<file path="src/cra_pkg.sv">
// Behaviour
// - shift left: zero in, carry from bit7
// - rotate left through carry into bit0
// - shift right: zero in, carry from bit0
// - rotate right through carry into bit7
// - arithmetic right keeps sign, carry bit0
// - memory forms read source from memory
// - ones complement touches only zero flag
// - twos complement: carry set when zero
// - chained complement: carry if zero and carry
// - increment: carry set on wrap to zero
// - increment by carry: carry if zero and carry
// - decrement: carry cleared on all ones
// - decrement by borrow: clear on ff, no carry
// - logic ops update only zero, accumulator and reg1
// - immediate logic forms use instruction byte
// - add: carry set on unsigned overflow
// - add with carry for multibyte sums
// - reverse subtract immediate: carry is not-borrow
// - two register reverse subtract into first
// - reverse subtract with borrow term
// - zero flag when result is zero
// - overflow flag on signed overflow
package cra_pkg;

    // ==========================================
    // widths and reset values
    localparam int DW = 8;
    localparam int RAW = 4;
    localparam int EAW = 16;
    localparam logic [7:0] ACC_RST = 8'h00;
    localparam logic [7:0] ONES = 8'hff;
    localparam logic [7:0] NONE = 8'h00;

    // ==========================================
    // operation codes
    typedef enum logic [4:0] {
        OP_SHL, OP_SHLC, OP_SHR, OP_SHRC, OP_SHRA,
        OP_ONES_COMPLEMENT_OP, OP_TWOS_COMPLEMENT_OP, OP_TWOS_COMPLEMENT_CHAINED,
        OP_INC, OP_INCC, OP_DEC, OP_DECC,
        OP_AND, OP_OR, OP_XOR,
        OP_ADD, OP_ADDC, OP_SUBD, OP_SUBDC
    } cra_op_t;

    // operand forms
    typedef enum logic [2:0] {
        FM_REG1,  // reg
        FM_REG2,  // reg1, reg2
        FM_REG3,  // reg1, reg2, reg3
        FM_IMM,   // reg, #data
        FM_MEM    // reg, eaddr
    } cra_form_t;

    // sequencer states
    typedef enum logic [1:0] {ST_IDLE, ST_FETCH, ST_EXEC} cra_state_t;

    // one instruction for the datapath
    typedef struct packed {
        cra_op_t op;
        cra_form_t form;
        logic [RAW-1:0] rd;
        logic [RAW-1:0] rs;
        logic [RAW-1:0] rt;
        logic [DW-1:0] imm;
        logic [EAW-1:0] eaddr;
    } cra_cmd_t;

    // condition flags
    typedef struct packed {
        logic c;
        logic v;
        logic z;
    } cra_flags_t;

    // 8-bit add, returns {carry, signed overflow, sum}
    function automatic logic [9:0] add8(input logic [7:0] p, input logic [7:0] q,
                                        input logic cin);
        logic [8:0] s;
        logic v;
        s = {1'b0, p} + {1'b0, q} + {8'h00, cin};
        v = (p[7] == q[7]) && (s[7] != p[7]);
        return {s[8], v, s[7:0]};
    endfunction

endpackage

</file>
<file path="src/cra_regfile.sv">
`timescale 1ns/1ps
// ==========================================
// register file: two registered read ports, one write port
module cra_regfile (
    // clock and reset
    input wire logic sys_clk_i,
    input wire logic rst_i,
    // read ports
    input wire logic [cra_pkg::RAW-1:0] ra_i,
    input wire logic [cra_pkg::RAW-1:0] rb_i,
    output logic [cra_pkg::DW-1:0] da_o,
    output logic [cra_pkg::DW-1:0] db_o,
    // write port
    input wire logic we_i,
    input wire logic [cra_pkg::RAW-1:0] wa_i,
    input wire logic [cra_pkg::DW-1:0] wd_i
);
    // storage, no reset: contents are software state
    logic [cra_pkg::DW-1:0] mem [2**cra_pkg::RAW];

    // write
    always_ff @(posedge sys_clk_i) begin
        if (we_i) begin
            mem[wa_i] <= wd_i;
        end
    end

    // registered reads
    always_ff @(posedge sys_clk_i or posedge rst_i) begin
        if (rst_i) begin
            da_o <= cra_pkg::NONE;
            db_o <= cra_pkg::NONE;
        end else begin
            da_o <= mem[ra_i];
            db_o <= mem[rb_i];
        end
    end
endmodule

</file>
<file path="src/cra_shift.sv">
`timescale 1ns/1ps
// ==========================================
// one-bit shifter and rotator
module cra_shift (
    // operation and data
    input wire cra_pkg::cra_op_t op_i,
    input wire logic [7:0] src_i,
    input wire logic cin_i,
    // result
    output logic [7:0] res_o,
    output logic cout_o,
    output logic ovf_o
);
    // shift network
    always_comb begin
        res_o = src_i;
        cout_o = cin_i;
        case (op_i)
            cra_pkg::OP_SHL: begin
                res_o = {src_i[6:0], 1'b0};
                cout_o = src_i[7];
            end
            cra_pkg::OP_SHLC: begin
                res_o = {src_i[6:0], cin_i};
                cout_o = src_i[7];
            end
            cra_pkg::OP_SHR: begin
                res_o = {1'b0, src_i[7:1]};
                cout_o = src_i[0];
            end
            cra_pkg::OP_SHRC: begin
                res_o = {cin_i, src_i[7:1]};
                cout_o = src_i[0];
            end
            cra_pkg::OP_SHRA: begin
                res_o = {src_i[7], src_i[7:1]};
                cout_o = src_i[0];
            end
            default: begin
                res_o = src_i;
                cout_o = cin_i;
            end
        endcase
        // signed overflow: the sign bit changed
        ovf_o = src_i[7] ^ res_o[7];
    end
endmodule

</file>
<file path="src/cra_alu.sv">
`timescale 1ns/1ps
// ==========================================
// 8-bit arithmetic and logic datapath
module cra_alu (
    // clock and reset
    input wire logic sys_clk_i,
    input wire logic rst_i,
    // instruction request
    input wire logic req_valid_i,
    input wire cra_pkg::cra_cmd_t req_cmd_i,
    output logic req_ready_o,
    // data memory read
    output logic dm_rd_o,
    output logic [cra_pkg::EAW-1:0] dm_addr_o,
    input wire logic [cra_pkg::DW-1:0] dm_data_i,
    // results
    output logic done_o,
    output logic [cra_pkg::DW-1:0] acc_o,
    output cra_pkg::cra_flags_t flags_o
);

    // ==========================================
    // state
    cra_pkg::cra_state_t state_q;  // sequencer
    cra_pkg::cra_cmd_t cmd_q;      // latched instruction
    cra_pkg::cra_flags_t flags_q;  // c, v, z
    logic [7:0] acc_q;             // accumulator
    logic ready_q;                 // idle and able to take
    logic done_q;                  // result written pulse
    logic dm_rd_q;                 // memory read strobe
    logic [cra_pkg::EAW-1:0] dm_addr_q;
    logic accept;                  // request taken this cycle
    logic exec;                    // execute cycle

    assign accept = req_valid_i && ready_q;
    assign exec = (state_q == cra_pkg::ST_EXEC);

    // ==========================================
    // sequencer: take, fetch operands, execute
    always_ff @(posedge sys_clk_i or posedge rst_i) begin
        if (rst_i) begin
            state_q <= cra_pkg::ST_IDLE;
        end else begin
            case (state_q)
                cra_pkg::ST_IDLE: begin
                    if (accept) begin
                        state_q <= cra_pkg::ST_FETCH;
                    end
                end
                cra_pkg::ST_FETCH: state_q <= cra_pkg::ST_EXEC;
                cra_pkg::ST_EXEC: state_q <= cra_pkg::ST_IDLE;
                default: state_q <= cra_pkg::ST_IDLE;
            endcase
        end
    end

    // ready falls on accept and rises after execute
    always_ff @(posedge sys_clk_i or posedge rst_i) begin
        if (rst_i) begin
            ready_q <= 1'b1;
        end else if (accept) begin
            ready_q <= 1'b0;
        end else if (exec) begin
            ready_q <= 1'b1;
        end
    end

    // instruction latch
    always_ff @(posedge sys_clk_i or posedge rst_i) begin
        if (rst_i) begin
            cmd_q <= '0;
        end else if (accept) begin
            cmd_q <= req_cmd_i;
        end
    end

    // ==========================================
    // data memory read for memory forms
    always_ff @(posedge sys_clk_i or posedge rst_i) begin
        if (rst_i) begin
            dm_rd_q <= 1'b0;
            dm_addr_q <= '0;
        end else begin
            dm_rd_q <= accept && (req_cmd_i.form == cra_pkg::FM_MEM);
            if (accept) begin
                dm_addr_q <= req_cmd_i.eaddr;
            end
        end
    end

    // ==========================================
    // register file, read addresses from the latched instruction
    logic [cra_pkg::RAW-1:0] ra;  // first read port
    logic [cra_pkg::RAW-1:0] rb;  // second read port
    logic [7:0] da;
    logic [7:0] db;
    logic [7:0] res_d;            // result to acc and reg

    // three register form reads reg2 and reg3, others reg1 and reg2
    assign ra = (cmd_q.form == cra_pkg::FM_REG3) ? cmd_q.rs : cmd_q.rd;
    assign rb = (cmd_q.form == cra_pkg::FM_REG3) ? cmd_q.rt : cmd_q.rs;

    cra_regfile u_regs (
        .sys_clk_i(sys_clk_i),
        .rst_i(rst_i),
        .ra_i(ra),
        .rb_i(rb),
        .da_o(da),
        .db_o(db),
        .we_i(exec),
        .wa_i(cmd_q.rd),
        .wd_i(res_d)
    );

    // ==========================================
    // operand selection
    logic [7:0] src;   // single operand source
    logic [7:0] x;     // first operand of two
    logic [7:0] y;     // second operand of two
    logic [7:0] mn;    // reverse subtract minuend
    logic [7:0] sb;    // reverse subtract subtrahend

    always_comb begin
        case (cmd_q.form)
            cra_pkg::FM_REG2: src = db;
            cra_pkg::FM_MEM: src = dm_data_i;
            default: src = da;
        endcase
        x = da;
        case (cmd_q.form)
            cra_pkg::FM_IMM: y = cmd_q.imm;
            cra_pkg::FM_MEM: y = dm_data_i;
            default: y = db;
        endcase
        // three register form subtracts reg3 from reg2, others reverse
        if (cmd_q.form == cra_pkg::FM_REG3) begin
            mn = x;
            sb = y;
        end else begin
            mn = y;
            sb = x;
        end
    end

    // ==========================================
    // compute
    logic [7:0] sh_res;
    logic sh_c;
    logic sh_v;
    logic [9:0] sum;   // {carry, overflow, result}
    logic use_sum;     // result and c, v from adder
    logic use_sh;      // result and c, v from shifter

    cra_shift u_shift (
        .op_i(cmd_q.op),
        .src_i(src),
        .cin_i(flags_q.c),
        .res_o(sh_res),
        .cout_o(sh_c),
        .ovf_o(sh_v)
    );

    always_comb begin
        sum = '0;
        use_sum = 1'b1;
        use_sh = 1'b0;
        res_d = acc_q;
        case (cmd_q.op)
            cra_pkg::OP_SHL, cra_pkg::OP_SHLC, cra_pkg::OP_SHR,
            cra_pkg::OP_SHRC, cra_pkg::OP_SHRA: begin
                use_sum = 1'b0;
                use_sh = 1'b1;
            end
            cra_pkg::OP_ONES_COMPLEMENT_OP: begin
                use_sum = 1'b0;
                res_d = ~src;
            end
            cra_pkg::OP_TWOS_COMPLEMENT_OP: sum = cra_pkg::add8(~src, cra_pkg::NONE, 1'b1);
            cra_pkg::OP_TWOS_COMPLEMENT_CHAINED: sum = cra_pkg::add8(~src, cra_pkg::NONE, flags_q.c);
            cra_pkg::OP_INC: sum = cra_pkg::add8(src, cra_pkg::NONE, 1'b1);
            cra_pkg::OP_INCC: sum = cra_pkg::add8(src, cra_pkg::NONE, flags_q.c);
            cra_pkg::OP_DEC: sum = cra_pkg::add8(src, cra_pkg::ONES, 1'b0);
            cra_pkg::OP_DECC: sum = cra_pkg::add8(src, cra_pkg::ONES, flags_q.c);
            cra_pkg::OP_AND: begin
                use_sum = 1'b0;
                res_d = x & y;
            end
            cra_pkg::OP_OR: begin
                use_sum = 1'b0;
                res_d = x | y;
            end
            cra_pkg::OP_XOR: begin
                use_sum = 1'b0;
                res_d = x ^ y;
            end
            cra_pkg::OP_ADD: sum = cra_pkg::add8(x, y, 1'b0);
            cra_pkg::OP_ADDC: sum = cra_pkg::add8(x, y, flags_q.c);
            // carry out of mn + ~sb + 1 is the inverted borrow
            cra_pkg::OP_SUBD: sum = cra_pkg::add8(mn, ~sb, 1'b1);
            cra_pkg::OP_SUBDC: sum = cra_pkg::add8(mn, ~sb, flags_q.c);
            default: use_sum = 1'b0;
        endcase
        if (use_sh) begin
            res_d = sh_res;
        end else if (use_sum) begin
            res_d = sum[7:0];
        end
    end

    // ==========================================
    // accumulator and flags, written in the execute cycle
    always_ff @(posedge sys_clk_i or posedge rst_i) begin
        if (rst_i) begin
            acc_q <= cra_pkg::ACC_RST;
            flags_q <= '0;
        end else if (exec) begin
            acc_q <= res_d;
            flags_q.z <= (res_d == cra_pkg::NONE);
            if (use_sh) begin
                flags_q.c <= sh_c;
                flags_q.v <= sh_v;
            end else if (use_sum) begin
                flags_q.c <= sum[9];
                flags_q.v <= sum[8];
            end
            // logic ops and ones complement keep c and v
        end
    end

    // completion pulse
    always_ff @(posedge sys_clk_i or posedge rst_i) begin
        if (rst_i) begin
            done_q <= 1'b0;
        end else begin
            done_q <= exec;
        end
    end

    assign req_ready_o = ready_q;
    assign dm_rd_o = dm_rd_q;
    assign dm_addr_o = dm_addr_q;
    assign done_o = done_q;
    assign acc_o = acc_q;
    assign flags_o = flags_q;

    logic [8:0] add_ref;
    assign add_ref = {1'b0, x} + {1'b0, y};
endmodule

</file>
<file path="config.mk">
export PLATFORM = sky130hd
export DESIGN_NAME = cra_alu
export DESIGN_NICKNAME = d
export VERILOG_FILES = /design/src/cra_pkg.sv /design/src/cra_regfile.sv /design/src/cra_shift.sv /design/src/cra_alu.sv
export SDC_FILE = /design/constraint.sdc
export NUM_CORES = 1
export LEC_CHECK = 0
export ABC_AREA = 1
export BUFFER_PORTS_ARGS = -buffer_cell sky130_fd_sc_hd__buf_2
export CAP_MARGIN = 15
export CORE_MARGIN = 3
export CORE_UTILIZATION = 65
export DETAILED_ROUTE_END_ITERATION = 10
export PLACE_DENSITY = 0.92
export SLEW_MARGIN = 20
export SYNTH_ARGS = -nofsm -noshare
export SYNTH_HDL_FRONTEND = slang
export SYNTH_SLANG_ARGS = --single-unit
</file>
<file path="constraint.sdc">
create_clock -name sys_clk_i -period 10.72 [get_ports sys_clk_i]
set_input_delay 1.072 -clock sys_clk_i [delete_from_list [all_inputs] [get_ports sys_clk_i]]
set_output_delay 1.072 -clock sys_clk_i [all_outputs]
set_load 0.005 [all_outputs]
</file>
# ---- Word level (Yosys, flattened, before mapping)
# Memories as Yosys holds them, arrays and structs flattened. A register that Yosys moved wholly into a read port is not among the register bits.
# Index checks and enable logic that the tools add are counted.
dict set report word_totals {
  ff_bits 60
  ram_bits 128
  input_bits 55
  out_inout_bits 30
  word_cells 119
  mem_count 1
}
dict set report op_classes {
  addsub 11
  eq_ne 39
  n_mux 22
  n_bitwise 8
  reduce_logical 23
}
# memory words width read_ports rd_clocked_by_memory_dff write_ports line_no
set mem_list {}
lappend mem_list {u_regs.mem 16 8 2 2 1 cra_regfile.sv:19} ;# logic [cra_pkg::DW-1:0] mem [2**cra_pkg::RAW];
# operator count
set op_table {}
lappend op_table {{$pmux W10 S10} 1}
lappend op_table {{$eq A5 B4 Y1 const B} 8}
lappend op_table {{$pmux W8 S5} 1}
lappend op_table {{$mux W8} 4}
lappend op_table {{$pmux W8 S2} 2}
lappend op_table {{$pmux W8 S4} 1}
lappend op_table {{$add A9 B1 Y9} 3}
lappend op_table {{$eq A5 B3 Y1 const B} 4}
lappend op_table {{$add A8 B1 Y9} 2}
lappend op_table {{$add A8 B1 Y9 const B} 2}
lappend op_table {{$add A8 B8 Y9} 2}
lappend op_table {{$not A8 Y8} 2}
lappend op_table {{$eq A5 B5 Y1 const B} 3}
lappend op_table {{$logic_and A1 B1 Y1} 12}
lappend op_table {{$eq A5 B2 Y1 const B} 2}
lappend op_table {{$ne A1 B1 Y1} 10}
lappend op_table {{$reduce_or A10 Y1} 1}
lappend op_table {{$add A8 B8 Y9 const B} 1}
lappend op_table {{$add A9 B1 Y9 const B} 1}
lappend op_table {{$and A8 B8 Y8} 1}
lappend op_table {{$logic_not A8 Y1} 1}
lappend op_table {{$mux W4} 2}
lappend op_table {{$or A8 B8 Y8} 1}
lappend op_table {{$xor A8 B8 Y8} 1}
lappend op_table {{23 further kinds} 35}

# ---- Longest topological paths before layout
dict set report depth {
  depth_word 12
  mapped_depth 26
}

# ---- Hierarchy
# Synthesis repeated with hierarchy kept, for this count alone.
dict set report unflattened {
  cells_unflattened 1998
  hier_area_um2 14263.7
}
# module n_inst cells_each area_each_um2 seq_area_each_um2
set by_module_without_submodules {}
lappend by_module_without_submodules {cra_regfile 1 852 7338.3 4244.1}
lappend by_module_without_submodules {cra_alu 1 1088 6605.1 1502.7}
lappend by_module_without_submodules {cra_shift 1 58 320.3 0.0}

# ---- Least setup slack after synthesis
# OpenSTA, ideal clock, no wires.
dict set report synth_path {
  kind {in2reg}
  start {input dm_data_i[1] in the netlist's numbering}
  end {register flags_q (netlist bit flags_o[0])}
  setup_ns 0.066
  arrival_time_ns 3.875
  path_slack_ns 6.779
  cell_stages 20
  path_cell_list {nand3_1 > o21ai_0 > a21oi_1 > o21ai_0 > fa_1 > ha_1 > inv_1 > nor2_1 > inv_1 > nand3_1 > nand2_1 > nor2_1 > nand2_1 > nor3_1 > nand3_1 > nor2_1 > nand2_1 > nor2_1 > nand4_1 > nand2_1}
}
dict set report synth_via {
  elab_chain_cells 9
  word_cells_on_any_way 26
  classes_between {add/sub: 11; mux: 9; bitwise: 5; reduce/logical: 1}
}
# element line_no
set synth_lines {}
lappend synth_lines {{from (decl)} cra_alu.sv:15} ;# input wire logic [cra_pkg::DW-1:0] dm_data_i,
lappend synth_lines {{$pmux W8 S2} cra_alu.sv:130} ;# case (cmd_q.form)
lappend synth_lines {{$mux W8} cra_alu.sv:136} ;# if (cmd_q.form == cra_pkg::FM_REG3) begin
lappend synth_lines {{$not A8 Y8} {cra_alu.sv:199, cra_alu.sv:200}}
lappend synth_lines {{$add A8 B8 Y9} cra_pkg.sv:80} ;# s = {1'b0, p} + {1'b0, q} + {8'h00, cin};
lappend synth_lines {{$add A9 B1 Y9} cra_pkg.sv:80}
lappend synth_lines {{$pmux W10 S10} cra_alu.sv:168} ;# case (cmd_q.op)
lappend synth_lines {{$mux W8} cra_alu.sv:205} ;# end else if (use_sum) begin
lappend synth_lines {{$mux W8 (*)} cra_alu.sv:203} ;# if (use_sh) begin
lappend synth_lines {{net res_d[2]} cra_alu.sv:97} ;# logic [7:0] res_d;
lappend synth_lines {{$logic_not A8 Y1 (*)} cra_alu.sv:218} ;# flags_q.z <= (res_d == cra_pkg::NONE);
lappend synth_lines {{to (decl)} cra_alu.sv:26} ;# cra_pkg::cra_flags_t flags_q;
# The timed path passes the listed nets; every way through them passes the cells marked *.
# A chain may end at the register's enable or synchronous reset.

# ---- Worst setup path after layout
dict set report layout_path {
  start {register cmd_q[38] in the netlist's numbering}
  end {register flags_q (netlist bit flags_o[0])}
}
dict set report layout_via {
  elab_chain_cells 10
  word_cells_on_any_way 30
  classes_between {add/sub: 11; eq/ne: 4; mux: 9; bitwise: 5; reduce/logical: 1}
}
# element line_no
set layout_lines {}
lappend layout_lines {{from (decl)} cra_alu.sv:25} ;# cra_pkg::cra_cmd_t cmd_q;
lappend layout_lines {{from (signal assigned)} cra_alu.sv:73} ;# cmd_q <= req_cmd_i;
lappend layout_lines {{$eq A3 B3 Y1 or $eq A3 B2 Y1 (tied branches)} {cra_alu.sv:124, cra_alu.sv:130}}
lappend layout_lines {{$pmux W8 S2} cra_alu.sv:130}
lappend layout_lines {{$mux W8} cra_alu.sv:136}
lappend layout_lines {{$not A8 Y8} {cra_alu.sv:199, cra_alu.sv:200}}
lappend layout_lines {{$add A8 B8 Y9} cra_pkg.sv:80}
lappend layout_lines {{$add A9 B1 Y9} cra_pkg.sv:80}
lappend layout_lines {{$pmux W10 S10} cra_alu.sv:168}
lappend layout_lines {{$mux W8} cra_alu.sv:205}
lappend layout_lines {{$mux W8 (*)} cra_alu.sv:203}
lappend layout_lines {{net res_d[2]} cra_alu.sv:97}
lappend layout_lines {{$logic_not A8 Y1 (*)} cra_alu.sv:218}
# Marks and branches as above.

==> reports/results.tsv <==
metric	value	unit
outcome	finished clean	
synth-simple-area-share	25.48	%
worstSetupPathType	reg2reg	
crit_path_top_delay_cell	fa_1	
grt_pass1_wl	66630	um
crit_top_cell	nand2_1	
hp-class	reg2reg	
io_pins	85	
critPathTopFamily	simple AND/OR/NAND/NOR gates	
yosys_warnings	0	
critPathBufInv	4	
finalHoldViolCount	0	
place_congestion	1.014	
tightest_slew	1.210	ns
grt_max_degree	77	
skew	0.01271	ns
synth_nets	1758	
worstSetupStartpoint	cmd_q[38]	
die_x	146.9	um
path_cells	inv_2, nand3_1, nand2_1, inv_1, a21oi_1, o21ai_0, fa_1, ha_1, inv_1, nor2_1, inv_1, nand3_1, nand2_1, nor2_1, nand2_1, nor3_1, nand3_1, nor2_1, nand2_1, nor2_1, nand4_1, nand2_1	
routedWlPerCell	21.65	um
muxShareOfSynthArea	0	%
die_area	21580	um2
synth_cell_types	47	
ant_nets	0	
drtIter0Drc	2028	
synth_edf_count	128	
gr-usage-met3	6.909	%
synth_fa_ha_area_share	3.704	%
cts_max_path_buffers	3	
drive_gt1_share	10.56	%
slew_headroom	19.03	%
core_area	19080	um2
grt-busiest-layer	met2	
netlist_instances	1666	
fmax	207.2	MHz
clk_pin_slew	0.06	ns
cts_sinks	204	
cts_buffers	21	
synthXorXnorAreaFrac	0.4072	%
synth_top_area_share	29.78	%
min_period_over_period	45.01	%
fin_crit	4.825	ns
cap_violations	0	
drc	0	
setup_violations	0	
track_usage	39.10	%
die_y	146.9	um
grt-ovfl-total	0	
cts-hold-fix-buffers	0	
worstPathArrival	5.26	ns
syn_area	12900	um2
critPathRequiredTime	11.16	ns
synth-compound-area-share	18.14	%
hold-path-cell-count	1	
clock_latency	0.50	ns
worstHoldStart	state_q[1]	
cts_tree	done	
ctsResizeCount	0	
cp-end-kind	flop	
grt_antenna_before_repair	0	
rows	50	
diodes	0	
post_cts_buffers	0	
use_met2	64.23	%
async_flop_share	37.25	%
vias_per_cell	6.556	
layout.nets	1811	
ys_seq_elements	204	
timing.reg2reg.setup_slack	5.89	ns
cts_root_buffer	clkbuf_16	
htree_levels	1	
hpwlAfterDp	28940	um
routed_wl	43140	um
fin_setup_tns	0	ns
synthFlopType	edfxtp_1	
drv_slew	0	
fin_cells	1993	
synth_top_cell_by_area	edfxtp_1	
grtUsageMet1	48.19	%
r2r_cells	22	
area_delta_synth_final	9.153	%
worst_r2r_endpoint	flags_o[0]	
worst_setup_path_start_kind	flop	
synth_top_family_by_area	simple AND/OR/NAND/NOR gates	
grt_pass1_vias	12410	
num_vias	13070	
port_buffers	84	
rsz0062_at_grt	false	
start_util	67.63	%
seq_area_frac_synth	44.53	%
cpPeakStageDelay	0.68	ns
syn_avg_cell_area	7.746	um2
dp_cells	1956	
crit_path_max_fanout	18	
min_to	state_q[1]	
r2r-start	cmd_q[38]	
synth_area_leaders	edfxtp_1, dfrtp_1, nand2_1	
first_pass_iters	7	
## worst max-delay path by stage
stage	to	slack, ns	cells after the start
5_1_grt	flags_o[0]	5.46	22
3_5_place_dp	flags_o[0]	5.92	21
4_1_cts	flags_o[0]	6.02	22
6_report	flags_o[0]	5.89	22
2_1_floorplan	flags_o[0]	6.78	20
3_3_place_gp	u_regs.mem[12][6]	6.05	20
## final cells by class
type	instances	area, um2
Multi-Input combinational cell	1209	6167
Tap cell	260	325.3
Fill cell	1406	4995
Clock inverter	10	85.08
Sequential cell	204	5747
Timing Repair Buffer	96	510.5
Inverter	187	703.2
Clock buffer	27	548.0
## sequential cells by signal (all words and copies together), names as in the netlist
register and cells:
u_regs.db_o 8, u_regs.mem 128, done_o 1, req_ready_o 1, dm_rd_o 1, cmd_q 28, dm_addr_o 16, u_regs.da_o 8
state_q 2, acc_o 8, flags_o 3
## metal layers
layer	share of wire [%]	up-vias
met2	47	1094
met5	0	-
met1	35	5895
met3	11	264
met4	7.5	0
li1	-	5813
## cells by family (layout without fill, tap and decap cells)
group                      count (synthesis)  after routing
adders and majority gates                 37             37
and+or+nand+nor                          760            760
xor gates and xnor gates                   6              6
AOI/OAI and AO/OA                        406            406
buffers and inverters                    253            320
DFF                                      204            204
## stage by stage
step	area [um2]	utilization, %	worst slack (ns)	hold slack [ns]
3_3_place_gp	13450	70.49	6.046	0.4323
3_5_place_dp	13450	70.49	5.915	0.4462
2_1_floorplan	12900	-	6.779	0.4223
6_report	14090	73.82	5.895	0.4718
4_1_cts	14080	73.81	6.017	0.4679
5_1_grt	14090	73.82	5.460	0.4765
## placed cells by master (no fill, tap or decap), types with 14 or more instances in the layout
cell type and instances:
edfxtp_1 128, buf_2 84, dfrtp_1 75, nand4_1 26, nand3_1 110, inv_1 172, o311ai_0 23, clkbuf_16 21
o21ai_0 208, nor2_1 201, o22ai_1 14, ha_1 35, a21oi_1 87, o221ai_1 32, nand2_1 366
## synth_stat cells, types with 3 or more instances
cell,number
nand4_1,26
o211ai_1,9
nand3_1,110
nor2_4,7
edfxtp_1,128
a21oi_1,87
o311ai_1,5
o22ai_1,14
nor2_2,10
nand2_1,368
inv_1,174
clkbuf_1,53
ha_1,35
dfrtp_1,75
nor3_1,9
o311ai_0,23
xor2_1,4
o21ai_2,3
buf_2,6
nand3_2,4
nand2_2,8
nand3b_1,8
inv_2,11
buf_4,3
o21ai_1,13
o21bai_1,3
o21ai_0,208
o221ai_1,32
buf_6,4
nor2_1,202
Power is not shown: default switching activity piles up to over one toggle a cycle in this logic, so the estimate is an artifact.
